File: src/inc/lsu_pkg.sv
// Shared types and constants of the load/store execution unit
package lsu_pkg;

  // Command codes delivered by the instruction decoder
  typedef enum logic [3:0] {
    OP_MOVE             = 4'h0,
    OP_PAIR_COPY        = 4'h1,
    OP_LOAD_IMM         = 4'h2,
    OP_PORT_IN          = 4'h3,
    OP_PORT_OUT         = 4'h4,
    OP_INDIRECT_LOAD    = 4'h5,
    OP_INDIRECT_STORE   = 4'h6,
    OP_OFFSET_LOAD      = 4'h7,
    OP_OFFSET_STORE     = 4'h8,
    OP_ABSOLUTE_LOAD    = 4'h9,
    OP_ABSOLUTE_STORE   = 4'ha,
    OP_CODE_MEMORY_READ = 4'hb,
    OP_PUSH             = 4'hc,
    OP_POP              = 4'hd
  } cmd_op_t;

  // Pointer pair select; the pair index is the base with this code appended
  typedef enum logic [1:0] {
    PTR_X = 2'h1,
    PTR_Y = 2'h2,
    PTR_Z = 2'h3
  } ptr_sel_t;

  // Pointer update mode of indirect and code memory accesses
  typedef enum logic [1:0] {
    MODE_PLAIN    = 2'h0,
    MODE_POST_INC = 2'h1,
    MODE_PRE_DEC  = 2'h2
  } ptr_mode_t;

  // Sequencer states, one-hot
  typedef enum logic [3:0] {
    ST_IDLE   = 4'h1,
    ST_EXEC   = 4'h2,
    ST_FETCH  = 4'h4,
    ST_ACCESS = 4'h8
  } state_t;

  localparam logic [1:0]  PTR_PAIR_BASE = 2'h3;
  localparam logic [15:0] SP_RESET      = 16'h00ff;
  localparam logic [15:0] PTR_STEP      = 16'h0001;

endpackage

File: src/inc/regfile_if.sv
// Ports between the execution unit and its general-purpose register file
`timescale 1ns/1ps
interface regfile_if;
  logic [4:0]  rd_byte_idx;
  logic [7:0]  rd_byte_q;
  logic [3:0]  rd_pair_idx;
  logic [15:0] rd_pair_q;
  logic        wr_byte_en;
  logic [4:0]  wr_byte_idx;
  logic [7:0]  wr_byte_data;
  logic        wr_pair_en;
  logic [3:0]  wr_pair_idx;
  logic [15:0] wr_pair_data;

  modport core (
    output rd_byte_idx, rd_pair_idx, wr_byte_en, wr_byte_idx, wr_byte_data,
    output wr_pair_en, wr_pair_idx, wr_pair_data,
    input  rd_byte_q, rd_pair_q
  );
  modport store (
    input  rd_byte_idx, rd_pair_idx, wr_byte_en, wr_byte_idx, wr_byte_data,
    input  wr_pair_en, wr_pair_idx, wr_pair_data,
    output rd_byte_q, rd_pair_q
  );
endinterface

File: src/rtl/gp_register_file.sv
// Thirty-two byte register file with registered byte and pair read ports
`timescale 1ns/1ps
module gp_register_file
  import lsu_pkg::*;
(
  // Clock and reset
  input  wire logic  core_clk,
  input  wire logic  rst_b,
  // Core side
  regfile_if.store   rf
);

  logic [7:0] regs_r [32];

  // Writes; a byte write wins over a pair write on the same byte
  always_ff @(posedge core_clk)
  begin
    if (rf.wr_pair_en)
    begin
      regs_r[{rf.wr_pair_idx, 1'b0}] <= rf.wr_pair_data[7:0];
      regs_r[{rf.wr_pair_idx, 1'b1}] <= rf.wr_pair_data[15:8];
    end
    if (rf.wr_byte_en)
    begin
      regs_r[rf.wr_byte_idx] <= rf.wr_byte_data;
    end
  end

  // Registered reads, old data on a same-edge write
  always_ff @(posedge core_clk or negedge rst_b)
  begin
    if (!rst_b)
    begin
      rf.rd_byte_q <= 8'h00;
      rf.rd_pair_q <= 16'h0000;
    end
    else
    begin
      rf.rd_byte_q <= regs_r[rf.rd_byte_idx];
      rf.rd_pair_q <= {regs_r[{rf.rd_pair_idx, 1'b1}], regs_r[{rf.rd_pair_idx, 1'b0}]};
    end
  end

endmodule

File: src/rtl/load_store_execution_unit.sv
// Load/store execution unit: data moves between registers and memories
`timescale 1ns/1ps
// Summary of operation
// - Post-increment load: read, then pointer plus one
// - Pre-decrement load: pointer minus one, then read
// - Offset load reads pointer plus displacement
// - Post-increment store: write, then pointer plus one
// - Pre-decrement store: pointer minus one, then write
// - Offset store writes pointer plus displacement
// - Absolute load reads address from command
// - Absolute store writes address from command
// - Code memory read via Z, three cycles
// - Push writes source to stack, two cycles
// - Pop loads destination from stack, two cycles
module load_store_execution_unit
  import lsu_pkg::*;
(
  // Clock and reset
  input  wire logic        core_clk,
  input  wire logic        rst_b,
  // Decoded command
  input  wire logic        cmd_valid,
  input  cmd_op_t          cmd_op,
  input  wire logic [4:0]  cmd_dst,
  input  wire logic [4:0]  cmd_src,
  input  ptr_sel_t         cmd_ptr,
  input  ptr_mode_t        cmd_mode,
  input  wire logic [5:0]  cmd_disp,
  input  wire logic [15:0] cmd_addr,
  input  wire logic [7:0]  cmd_imm,
  input  wire logic [5:0]  cmd_port,
  output logic             cmd_ready,
  output logic             done,
  // Data memory, read data valid in the strobe cycle
  output logic [15:0]      dmem_addr,
  output logic [7:0]       dmem_wdata,
  output logic             dmem_we,
  output logic             dmem_re,
  input  wire logic [7:0]  dmem_rdata,
  // Code memory, read data one cycle after the strobe
  output logic [15:0]      pmem_addr,
  output logic             pmem_re,
  input  wire logic [7:0]  pmem_rdata,
  // I/O ports, read data valid in the strobe cycle
  output logic [5:0]       io_addr,
  output logic [7:0]       io_wdata,
  output logic             io_we,
  output logic             io_re,
  input  wire logic [7:0]  io_rdata,
  // Stack pointer
  output logic [15:0]      stack_ptr
);

  regfile_if rf ();

  state_t      state_r;
  state_t      state_nxt;
  cmd_op_t     op_r;
  ptr_mode_t   mode_r;
  logic [4:0]  dst_r;
  logic [3:0]  pair_r;
  logic [5:0]  disp_r;
  logic [15:0] addr_r;
  logic [7:0]  imm_r;
  logic [5:0]  port_r;
  logic [15:0] sp_r;
  logic [15:0] ptr_new_r;
  logic [15:0] acc_addr;
  logic [15:0] ptr_new;
  logic [3:0]  pair_sel;
  logic        take;
  logic        single_op;
  logic        mem_load;
  logic        mem_store;
  logic        ptr_update;
  logic        cmd_ready_r;
  logic        done_r;
  logic [15:0] dmem_addr_r;
  logic [7:0]  dmem_wdata_r;
  logic        dmem_we_r;
  logic        dmem_re_r;
  logic [15:0] pmem_addr_r;
  logic        pmem_re_r;
  logic [5:0]  io_addr_r;
  logic [7:0]  io_wdata_r;
  logic        io_we_r;
  logic        io_re_r;

  gp_register_file u_regs (
    .core_clk (core_clk),
    .rst_b    (rst_b),
    .rf       (rf.store)
  );

  // Command classes
  assign take       = cmd_valid && cmd_ready_r;
  assign single_op  = op_r inside {OP_MOVE, OP_PAIR_COPY, OP_LOAD_IMM, OP_PORT_IN, OP_PORT_OUT};
  assign mem_load   = op_r inside {OP_INDIRECT_LOAD, OP_OFFSET_LOAD, OP_ABSOLUTE_LOAD, OP_POP};
  assign mem_store  = op_r inside {OP_INDIRECT_STORE, OP_OFFSET_STORE, OP_ABSOLUTE_STORE, OP_PUSH};
  assign ptr_update = ((op_r inside {OP_INDIRECT_LOAD, OP_INDIRECT_STORE}) && mode_r != MODE_PLAIN)
                      || (op_r == OP_CODE_MEMORY_READ && mode_r == MODE_POST_INC);

  // Pointer pair select; code memory reads always use Z
  // pairs from registers
  assign pair_sel = (cmd_op == OP_CODE_MEMORY_READ) ? {PTR_PAIR_BASE, PTR_Z}
                                                    : {PTR_PAIR_BASE, cmd_ptr};

  // Register file reads launched with the command
  always_comb
  begin
    rf.rd_byte_idx = cmd_src;
    rf.rd_pair_idx = (cmd_op == OP_PAIR_COPY) ? cmd_src[4:1] : pair_sel;
  end

  // Access address and new pointer value
  // sixteen-bit wrapping steps
  always_comb
  begin
    ptr_new  = (mode_r == MODE_POST_INC) ? rf.rd_pair_q + PTR_STEP : rf.rd_pair_q - PTR_STEP;
    acc_addr = rf.rd_pair_q;
    case (op_r)
      OP_INDIRECT_LOAD,
      OP_INDIRECT_STORE:   acc_addr = (mode_r == MODE_PRE_DEC) ? ptr_new : rf.rd_pair_q;
      OP_OFFSET_LOAD,
      OP_OFFSET_STORE:     acc_addr = rf.rd_pair_q + {10'h000, disp_r};
      OP_ABSOLUTE_LOAD,
      OP_ABSOLUTE_STORE:   acc_addr = addr_r;
      OP_PUSH:             acc_addr = sp_r;
      OP_POP:              acc_addr = sp_r + PTR_STEP;
      default:             acc_addr = rf.rd_pair_q;
    endcase
  end

  // Sequencer state
  always_ff @(posedge core_clk or negedge rst_b)
  begin
    if (!rst_b)
      state_r <= ST_IDLE;
    else
      state_r <= state_nxt;
  end

  // extra fetch state for code memory
  always_comb
  begin
    case (state_r)
      ST_IDLE:   state_nxt = take ? ST_EXEC : ST_IDLE;
      ST_EXEC:   state_nxt = single_op ? ST_IDLE
                           : (op_r == OP_CODE_MEMORY_READ) ? ST_FETCH : ST_ACCESS;
      ST_FETCH:  state_nxt = ST_ACCESS;
      ST_ACCESS: state_nxt = ST_IDLE;
      default:   state_nxt = ST_IDLE;
    endcase
  end

  // Command fields captured on acceptance
  always_ff @(posedge core_clk or negedge rst_b)
  begin
    if (!rst_b)
    begin
      op_r   <= OP_MOVE;
      mode_r <= MODE_PLAIN;
      dst_r  <= 5'h00;
      pair_r <= 4'h0;
      disp_r <= 6'h00;
      addr_r <= 16'h0000;
      imm_r  <= 8'h00;
      port_r <= 6'h00;
    end
    else if (take)
    begin
      op_r   <= cmd_op;
      mode_r <= cmd_mode;
      dst_r  <= cmd_dst;
      pair_r <= pair_sel;
      disp_r <= cmd_disp;
      addr_r <= cmd_addr;
      imm_r  <= cmd_imm;
      port_r <= cmd_port;
    end
  end

  // Handshake and completion pulse
  always_ff @(posedge core_clk or negedge rst_b)
  begin
    if (!rst_b)
    begin
      cmd_ready_r <= 1'b1;
      done_r      <= 1'b0;
    end
    else
    begin
      cmd_ready_r <= (state_nxt == ST_IDLE);
      done_r      <= (state_r == ST_EXEC && single_op) || state_r == ST_ACCESS;
    end
  end

  // Data memory strobes, one cycle each
  // data access
  always_ff @(posedge core_clk or negedge rst_b)
  begin
    if (!rst_b)
    begin
      dmem_addr_r  <= 16'h0000;
      dmem_wdata_r <= 8'h00;
      dmem_we_r    <= 1'b0;
      dmem_re_r    <= 1'b0;
    end
    else
    begin
      dmem_we_r <= state_r == ST_EXEC && mem_store;
      dmem_re_r <= state_r == ST_EXEC && mem_load;
      if (state_r == ST_EXEC && (mem_load || mem_store))
      begin
        dmem_addr_r  <= acc_addr;
        dmem_wdata_r <= rf.rd_byte_q;
      end
    end
  end

  // Code memory strobe and pointer/stack bookkeeping
  // stack pointer steps
  always_ff @(posedge core_clk or negedge rst_b)
  begin
    if (!rst_b)
    begin
      pmem_addr_r <= 16'h0000;
      pmem_re_r   <= 1'b0;
      ptr_new_r   <= 16'h0000;
      sp_r        <= SP_RESET;
    end
    else
    begin
      pmem_re_r <= state_r == ST_EXEC && op_r == OP_CODE_MEMORY_READ;
      if (state_r == ST_EXEC)
      begin
        pmem_addr_r <= rf.rd_pair_q;
        ptr_new_r   <= ptr_new;
        if (op_r == OP_PUSH)
          sp_r <= sp_r - PTR_STEP;
        else if (op_r == OP_POP)
          sp_r <= sp_r + PTR_STEP;
      end
    end
  end

  // I/O strobes: read issued on acceptance, write once source is read
  // port accesses
  always_ff @(posedge core_clk or negedge rst_b)
  begin
    if (!rst_b)
    begin
      io_addr_r  <= 6'h00;
      io_wdata_r <= 8'h00;
      io_we_r    <= 1'b0;
      io_re_r    <= 1'b0;
    end
    else
    begin
      io_re_r <= take && cmd_op == OP_PORT_IN;
      io_we_r <= state_r == ST_EXEC && op_r == OP_PORT_OUT;
      if (take && cmd_op == OP_PORT_IN)
        io_addr_r <= cmd_port;
      else if (state_r == ST_EXEC && op_r == OP_PORT_OUT)
      begin
        io_addr_r  <= port_r;
        io_wdata_r <= rf.rd_byte_q;
      end
    end
  end

  // Register file write-back
  // one-cycle register results
  always_comb
  begin
    rf.wr_byte_en   = 1'b0;
    rf.wr_byte_idx  = dst_r;
    rf.wr_byte_data = rf.rd_byte_q;
    rf.wr_pair_en   = 1'b0;
    rf.wr_pair_idx  = pair_r;
    rf.wr_pair_data = ptr_new_r;
    if (state_r == ST_EXEC)
    begin
      rf.wr_byte_en   = op_r inside {OP_MOVE, OP_LOAD_IMM, OP_PORT_IN};
      rf.wr_byte_data = (op_r == OP_LOAD_IMM) ? imm_r
                      : (op_r == OP_PORT_IN) ? io_rdata : rf.rd_byte_q;
      rf.wr_pair_en   = op_r == OP_PAIR_COPY;
      rf.wr_pair_idx  = dst_r[4:1];
      rf.wr_pair_data = rf.rd_pair_q;
    end
    else if (state_r == ST_ACCESS)
    begin
      rf.wr_byte_en   = mem_load || op_r == OP_CODE_MEMORY_READ;
      rf.wr_byte_data = (op_r == OP_CODE_MEMORY_READ) ? pmem_rdata : dmem_rdata;
      rf.wr_pair_en   = ptr_update;
    end
  end

  // Outputs straight from flops
  assign cmd_ready  = cmd_ready_r;
  assign done       = done_r;
  assign dmem_addr  = dmem_addr_r;
  assign dmem_wdata = dmem_wdata_r;
  assign dmem_we    = dmem_we_r;
  assign dmem_re    = dmem_re_r;
  assign pmem_addr  = pmem_addr_r;
  assign pmem_re    = pmem_re_r;
  assign io_addr    = io_addr_r;
  assign io_wdata   = io_wdata_r;
  assign io_we      = io_we_r;
  assign io_re      = io_re_r;
  assign stack_ptr  = sp_r;
endmodule

File: config.mk
export PLATFORM = sky130hd
export DESIGN_NAME = load_store_execution_unit
export DESIGN_NICKNAME = d
export VERILOG_FILES = /design/src/inc/lsu_pkg.sv /design/src/inc/regfile_if.sv /design/src/rtl/gp_register_file.sv /design/src/rtl/load_store_execution_unit.sv
export SDC_FILE = /design/constraint.sdc
export NUM_CORES = 1
export LEC_CHECK = 0
export ABC_AREA = 1
export BUFFER_PORTS_ARGS = -buffer_cell sky130_fd_sc_hd__buf_2
export CORE_MARGIN = 2
export CORE_UTILIZATION = 56
export DETAILED_ROUTE_END_ITERATION = 7
export PLACE_DENSITY = 0.77
export SYNTH_ARGS = -nofsm -noshare
export SYNTH_HDL_FRONTEND = slang
export SYNTH_SLANG_ARGS = --single-unit
File: constraint.sdc
create_clock -name core_clk -period 2.5 [get_ports core_clk]
set_clock_uncertainty 0.1 [all_clocks]
set_input_delay 0.125 -clock core_clk [delete_from_list [all_inputs] [get_ports core_clk]]
set_output_delay 0.125 -clock core_clk [all_outputs]
set_load 0.05 [all_outputs]
==> results.md <==
- # fillers: ~3.8k
- Register area: 11,980 um2
- Die height: ~220 um
- Leakage power: ~13 nW
- Slowest cell on crit path: dlygate4sd3_1
- P per Cell Area: 966.5 nW/um2
- Deepest clock path buffer count: 3
- # diodes: 0
- Final Instance Area: 30,650 um2
- Clk_lat worst skew: ~600 ps
- Largest net degree at the start of global routing: 119
- Cell variety after synth: 47
- Post-synth EDFFs: 256
- Most frequent CP cell: dlygate4sd3_1
- H-tree Lvls: 2
- Final setup violation count: 0
- Tmin final: 2432 ps
- Fin. max-slew vios: 0
- Clock power frac: 23.2%
- Ys Warns: 0
- Die area: 48,060 um2
- Worst-path fanout max: 14
- Vias in the first global route: approximately 24k
- Final hold viol count: 0
- Sequential cell area fraction in the yosys report: 46.18%
- Post-Route WL: ~97 mm
- Vias after detailed routing: 26.26k
- Synthesized area per cell: about 7.5 um2
- Pre-CTS setup slack: -97.67 ps
- Drt pass-1 iters: 7
- Critical Path, Cell by Cell: dlygate4sd3_1 > buf_2 > inv_1 > nor3_2 > dlygate4sd3_1 > nand2_1 > buf_4 > inv_1 > nor2_2 > nand2_1 > o211ai_1 > dlygate4sd3_1
- Internal: ~17 mW
- Worst Path Required: 2930 ps
- Syn Std Cell Area: between 20,000 and 30,000 um2
- CP Buf/Inv Count: 7
- NetSw: 12.85 mW
- Startpoint types: primary input
- First-pass GRT wire length: 143.5 mm
- IO Count: 158
- Port Buffers: 157
- Gp weighted congestion: 1.064
- HP Class: primary input to flop
- Initial antenna violation count: 2
- Post-DR wirelength/cell: 22.43 um
- P&R area growth vs syn: 18.14%
- Cell family with most CP delay: buffers and inverters
- Avg Vias per Cell: 6.066
- Row count: 78
- Die X: 219.2 um
- Critical Path AT: 2860 ps
- Fin util: 67.24%
- Switching part of the total: 43.37%
- Asr flop ratio synth: 40.05%
- Cell Area, Placed: 28,220 um2
- Worst rel slew slack: between 60% and 70%
- WHS: 52.28 ps
- Clock transition at path regs: 60 ps
- CP Capture Type: flop
- Starting Density: approximately 57%
- Critical setup path kind: primary input to flop
- Gate power share: 43.4%
- Residual DRC count: 0
- Nets: roughly 3.8k
- Post-Syn Nets: 3,574
- Grt ovf: 0
- CP max stage delay: 580 ps
- Total track usage: 40.00%
- Initial DRC count: 4,218
- Final ANT Viol Nets: 0
- Highest clock rate: 411.2 MHz
- Flop pwr share: 33.5%
- Tightest Pin Transition: 580.5 ps
- Flops & latches, synth: 427
- Share of cells above drive strength 1: 14.50%
- CTS tree: built
- Fin crit share: a little over nine tenths
- Core Region: 45,580 um2
- Maxcap violations: 0
- TritonCTS Buffers: 46
- Max VDD drop: 824.5 uV
- Setup ws final: around 70 ps
- Root buf cell: clkbuf_16
- Status: finished clean
- Post-DP HPWL: 65.31 mm
- CTS Sinks: 427
- Cells after Synth: 3,467
- Area of the multi-input gates: 11,980 um2
- Primary FF master, synth: edfxtp_1
-- metal layers --
| layer | wire length [um] | up-vias | share of wire (%) | global-route usage [%] |
|---|---|---|---|---|
| met5 | 27 | - | 0.028 | 0 |
| met4 | 6491 | 4 | 6.7 | 23.13 |
| met3 | 11840 | 410 | 12 | 8.330 |
| met2 | 41930 | 1897 | 43 | 61.17 |
| met1 | 36830 | 11980 | 38 | 52.84 |
| li1 | - | 11980 | - | - |
-- state kept, by name (all words and copies together) (netlist names), 2 cells and up --
register	count
u_regs.rf.rd_pair_q	16
op_r	4
io_wdata	8
stack_ptr	16
dmem_wdata	8
u_regs.rf.rd_byte_q	8
pair_r	3
disp_r	6
io_addr	6
u_regs.regs_r	256
pmem_addr	16
mode_r	2
dmem_addr	16
imm_r	8
addr_r	16
ptr_new_r	16
dst_r	5
state_r	4
port_r	6
-- cell usage after synthesis, types with 10 or more instances --
cell type | instances | area share, %
a21oi_1 | 144 | 2.8
buf_2 | 85 | 1.6
clkbuf_1 | 120 | 1.7
dfrtp_1 | 161 | 16
dfstp_2 | 10 | 1.0
edfxtp_1 | 256 | 30
ha_1 | 24 | 1.2
inv_1 | 322 | 4.7
inv_2 | 11 | 0.16
nand2_1 | 1053 | 15
nand3_1 | 290 | 5.6
nand4_1 | 22 | 0.53
nor2_1 | 161 | 2.3
nor2_2 | 25 | 0.60
nor2_4 | 10 | 0.43
nor3_1 | 19 | 0.37
o211ai_1 | 57 | 1.6
o21ai_0 | 546 | 11
o21ai_1 | 31 | 0.60
o22ai_1 | 10 | 0.24
or2_2 | 13 | 0.31
xor2_1 | 14 | 0.47
-- final timing paths --
kind,start,to,slack [ps],depth (start not counted)
max reg2reg,state_r[3],u_regs.regs_r[27][6],80,10
min,cmd_src[4],u_regs.rf.rd_byte_q[0],50,3
min reg2reg,ptr_new_r[6],ptr_new_r[6],370,2
min in group asynchronous,rst_b,u_regs.rf.rd_pair_q[0],390,3
max,cmd_op[0],io_addr[2],70,12
max in group asynchronous,rst_b,ptr_new_r[12],1350,4
-- what timing repair did --
action	CTS	global route
hold endpoints to repair	219	0
pin swaps	0	8
gates resized for setup	8	56
setup endpoints to repair	86	370
buffers inserted	0	8
hold buffers	58	0
-- placed cells by master, fill, tap and decap left out, types with 7 or more instances in the layout --
cell type      count
nand2_1         1046
o21ai_0          518
inv_1            319
nand3_1          288
edfxtp_1         256
dfrtp_1          161
buf_2            156
nor2_1           154
buf_4            151
a21oi_1          142
o211ai_1          57
dlygate4sd3_1     57
o21ai_1           55
clkbuf_16         47
buf_12            28
nor2_2            26
nand4_1           22
nor2_4            16
nor3_1            16
ha_1              14
clkbuf_1          14
or2_2             13
inv_2             12
xor2_1            12
buf_6             11
o22ai_1           10
dfstp_2           10
nand3b_1           9
o22ai_4            8
nand2_2            7
and2_1             7
-- cells by family (layout without fill, tap and decap cells) --
kind of cell | count (synthesis) | in the layout | share of synthesized area (%)
AO/OA/AOI/OAI | 814 | 814 | 16.71
adder cells (fa/ha/maj) | 26 | 26 | 1.312
XOR/XNOR | 20 | 20 | 0.6753
AND/OR/NAND/NOR | 1619 | 1619 | 26.38
buffers and inverters | 561 | 824 | 8.744
flip-flops | 427 | 427 | 46.18
-- area by class of cell --
cell class,count,area share (%)
inverters,335,4.120
clock buffers,65,4.189
well taps,600,2.450
multi-input cells,2479,39.08
clock inverters,20,0.6451
flip-flops and latches,427,39.09
repair buffers,404,10.43
-- worst register-to-register path, stage by stage (launching register included) --
cell and delay (ps):
dfrtp_1 370, inv_1 130, nand4_4 160, buf_4 190, nand2_1 50, o21ai_0 70, buf_4 170, nor2_2 250
nand3_1 270, o21ai_0 170, buf_4 200
-- metrics by stage --
stage          total power, mW  cells  TNS [ps]
6_report                 29.62   4330         0
5_1_grt                  30.80   4330    -38.44
4_1_cts                  28.90   4322         0
3_5_place_dp             21.95   4179     -3505
3_3_place_gp             21.75   4179    -557.3
2_1_floorplan            17.36   3467     -4182
-- power by group through the flow --
| stage | sequential [mW] | combinational (mW) | clock [mW] |
|---|---|---|---|
| 6_report | 9.91 | 12.9 | 6.86 |
| 3_3_place_gp | 9.96 | 11.8 | 0 |
| 2_1_floorplan | 11.3 | 6.06 | 0 |
| 3_5_place_dp | 9.97 | 12.0 | 0 |
| 5_1_grt | 9.99 | 13.7 | 7.14 |
| 4_1_cts | 9.85 | 12.2 | 6.88 |
Power figures use the tool's default switching activity.
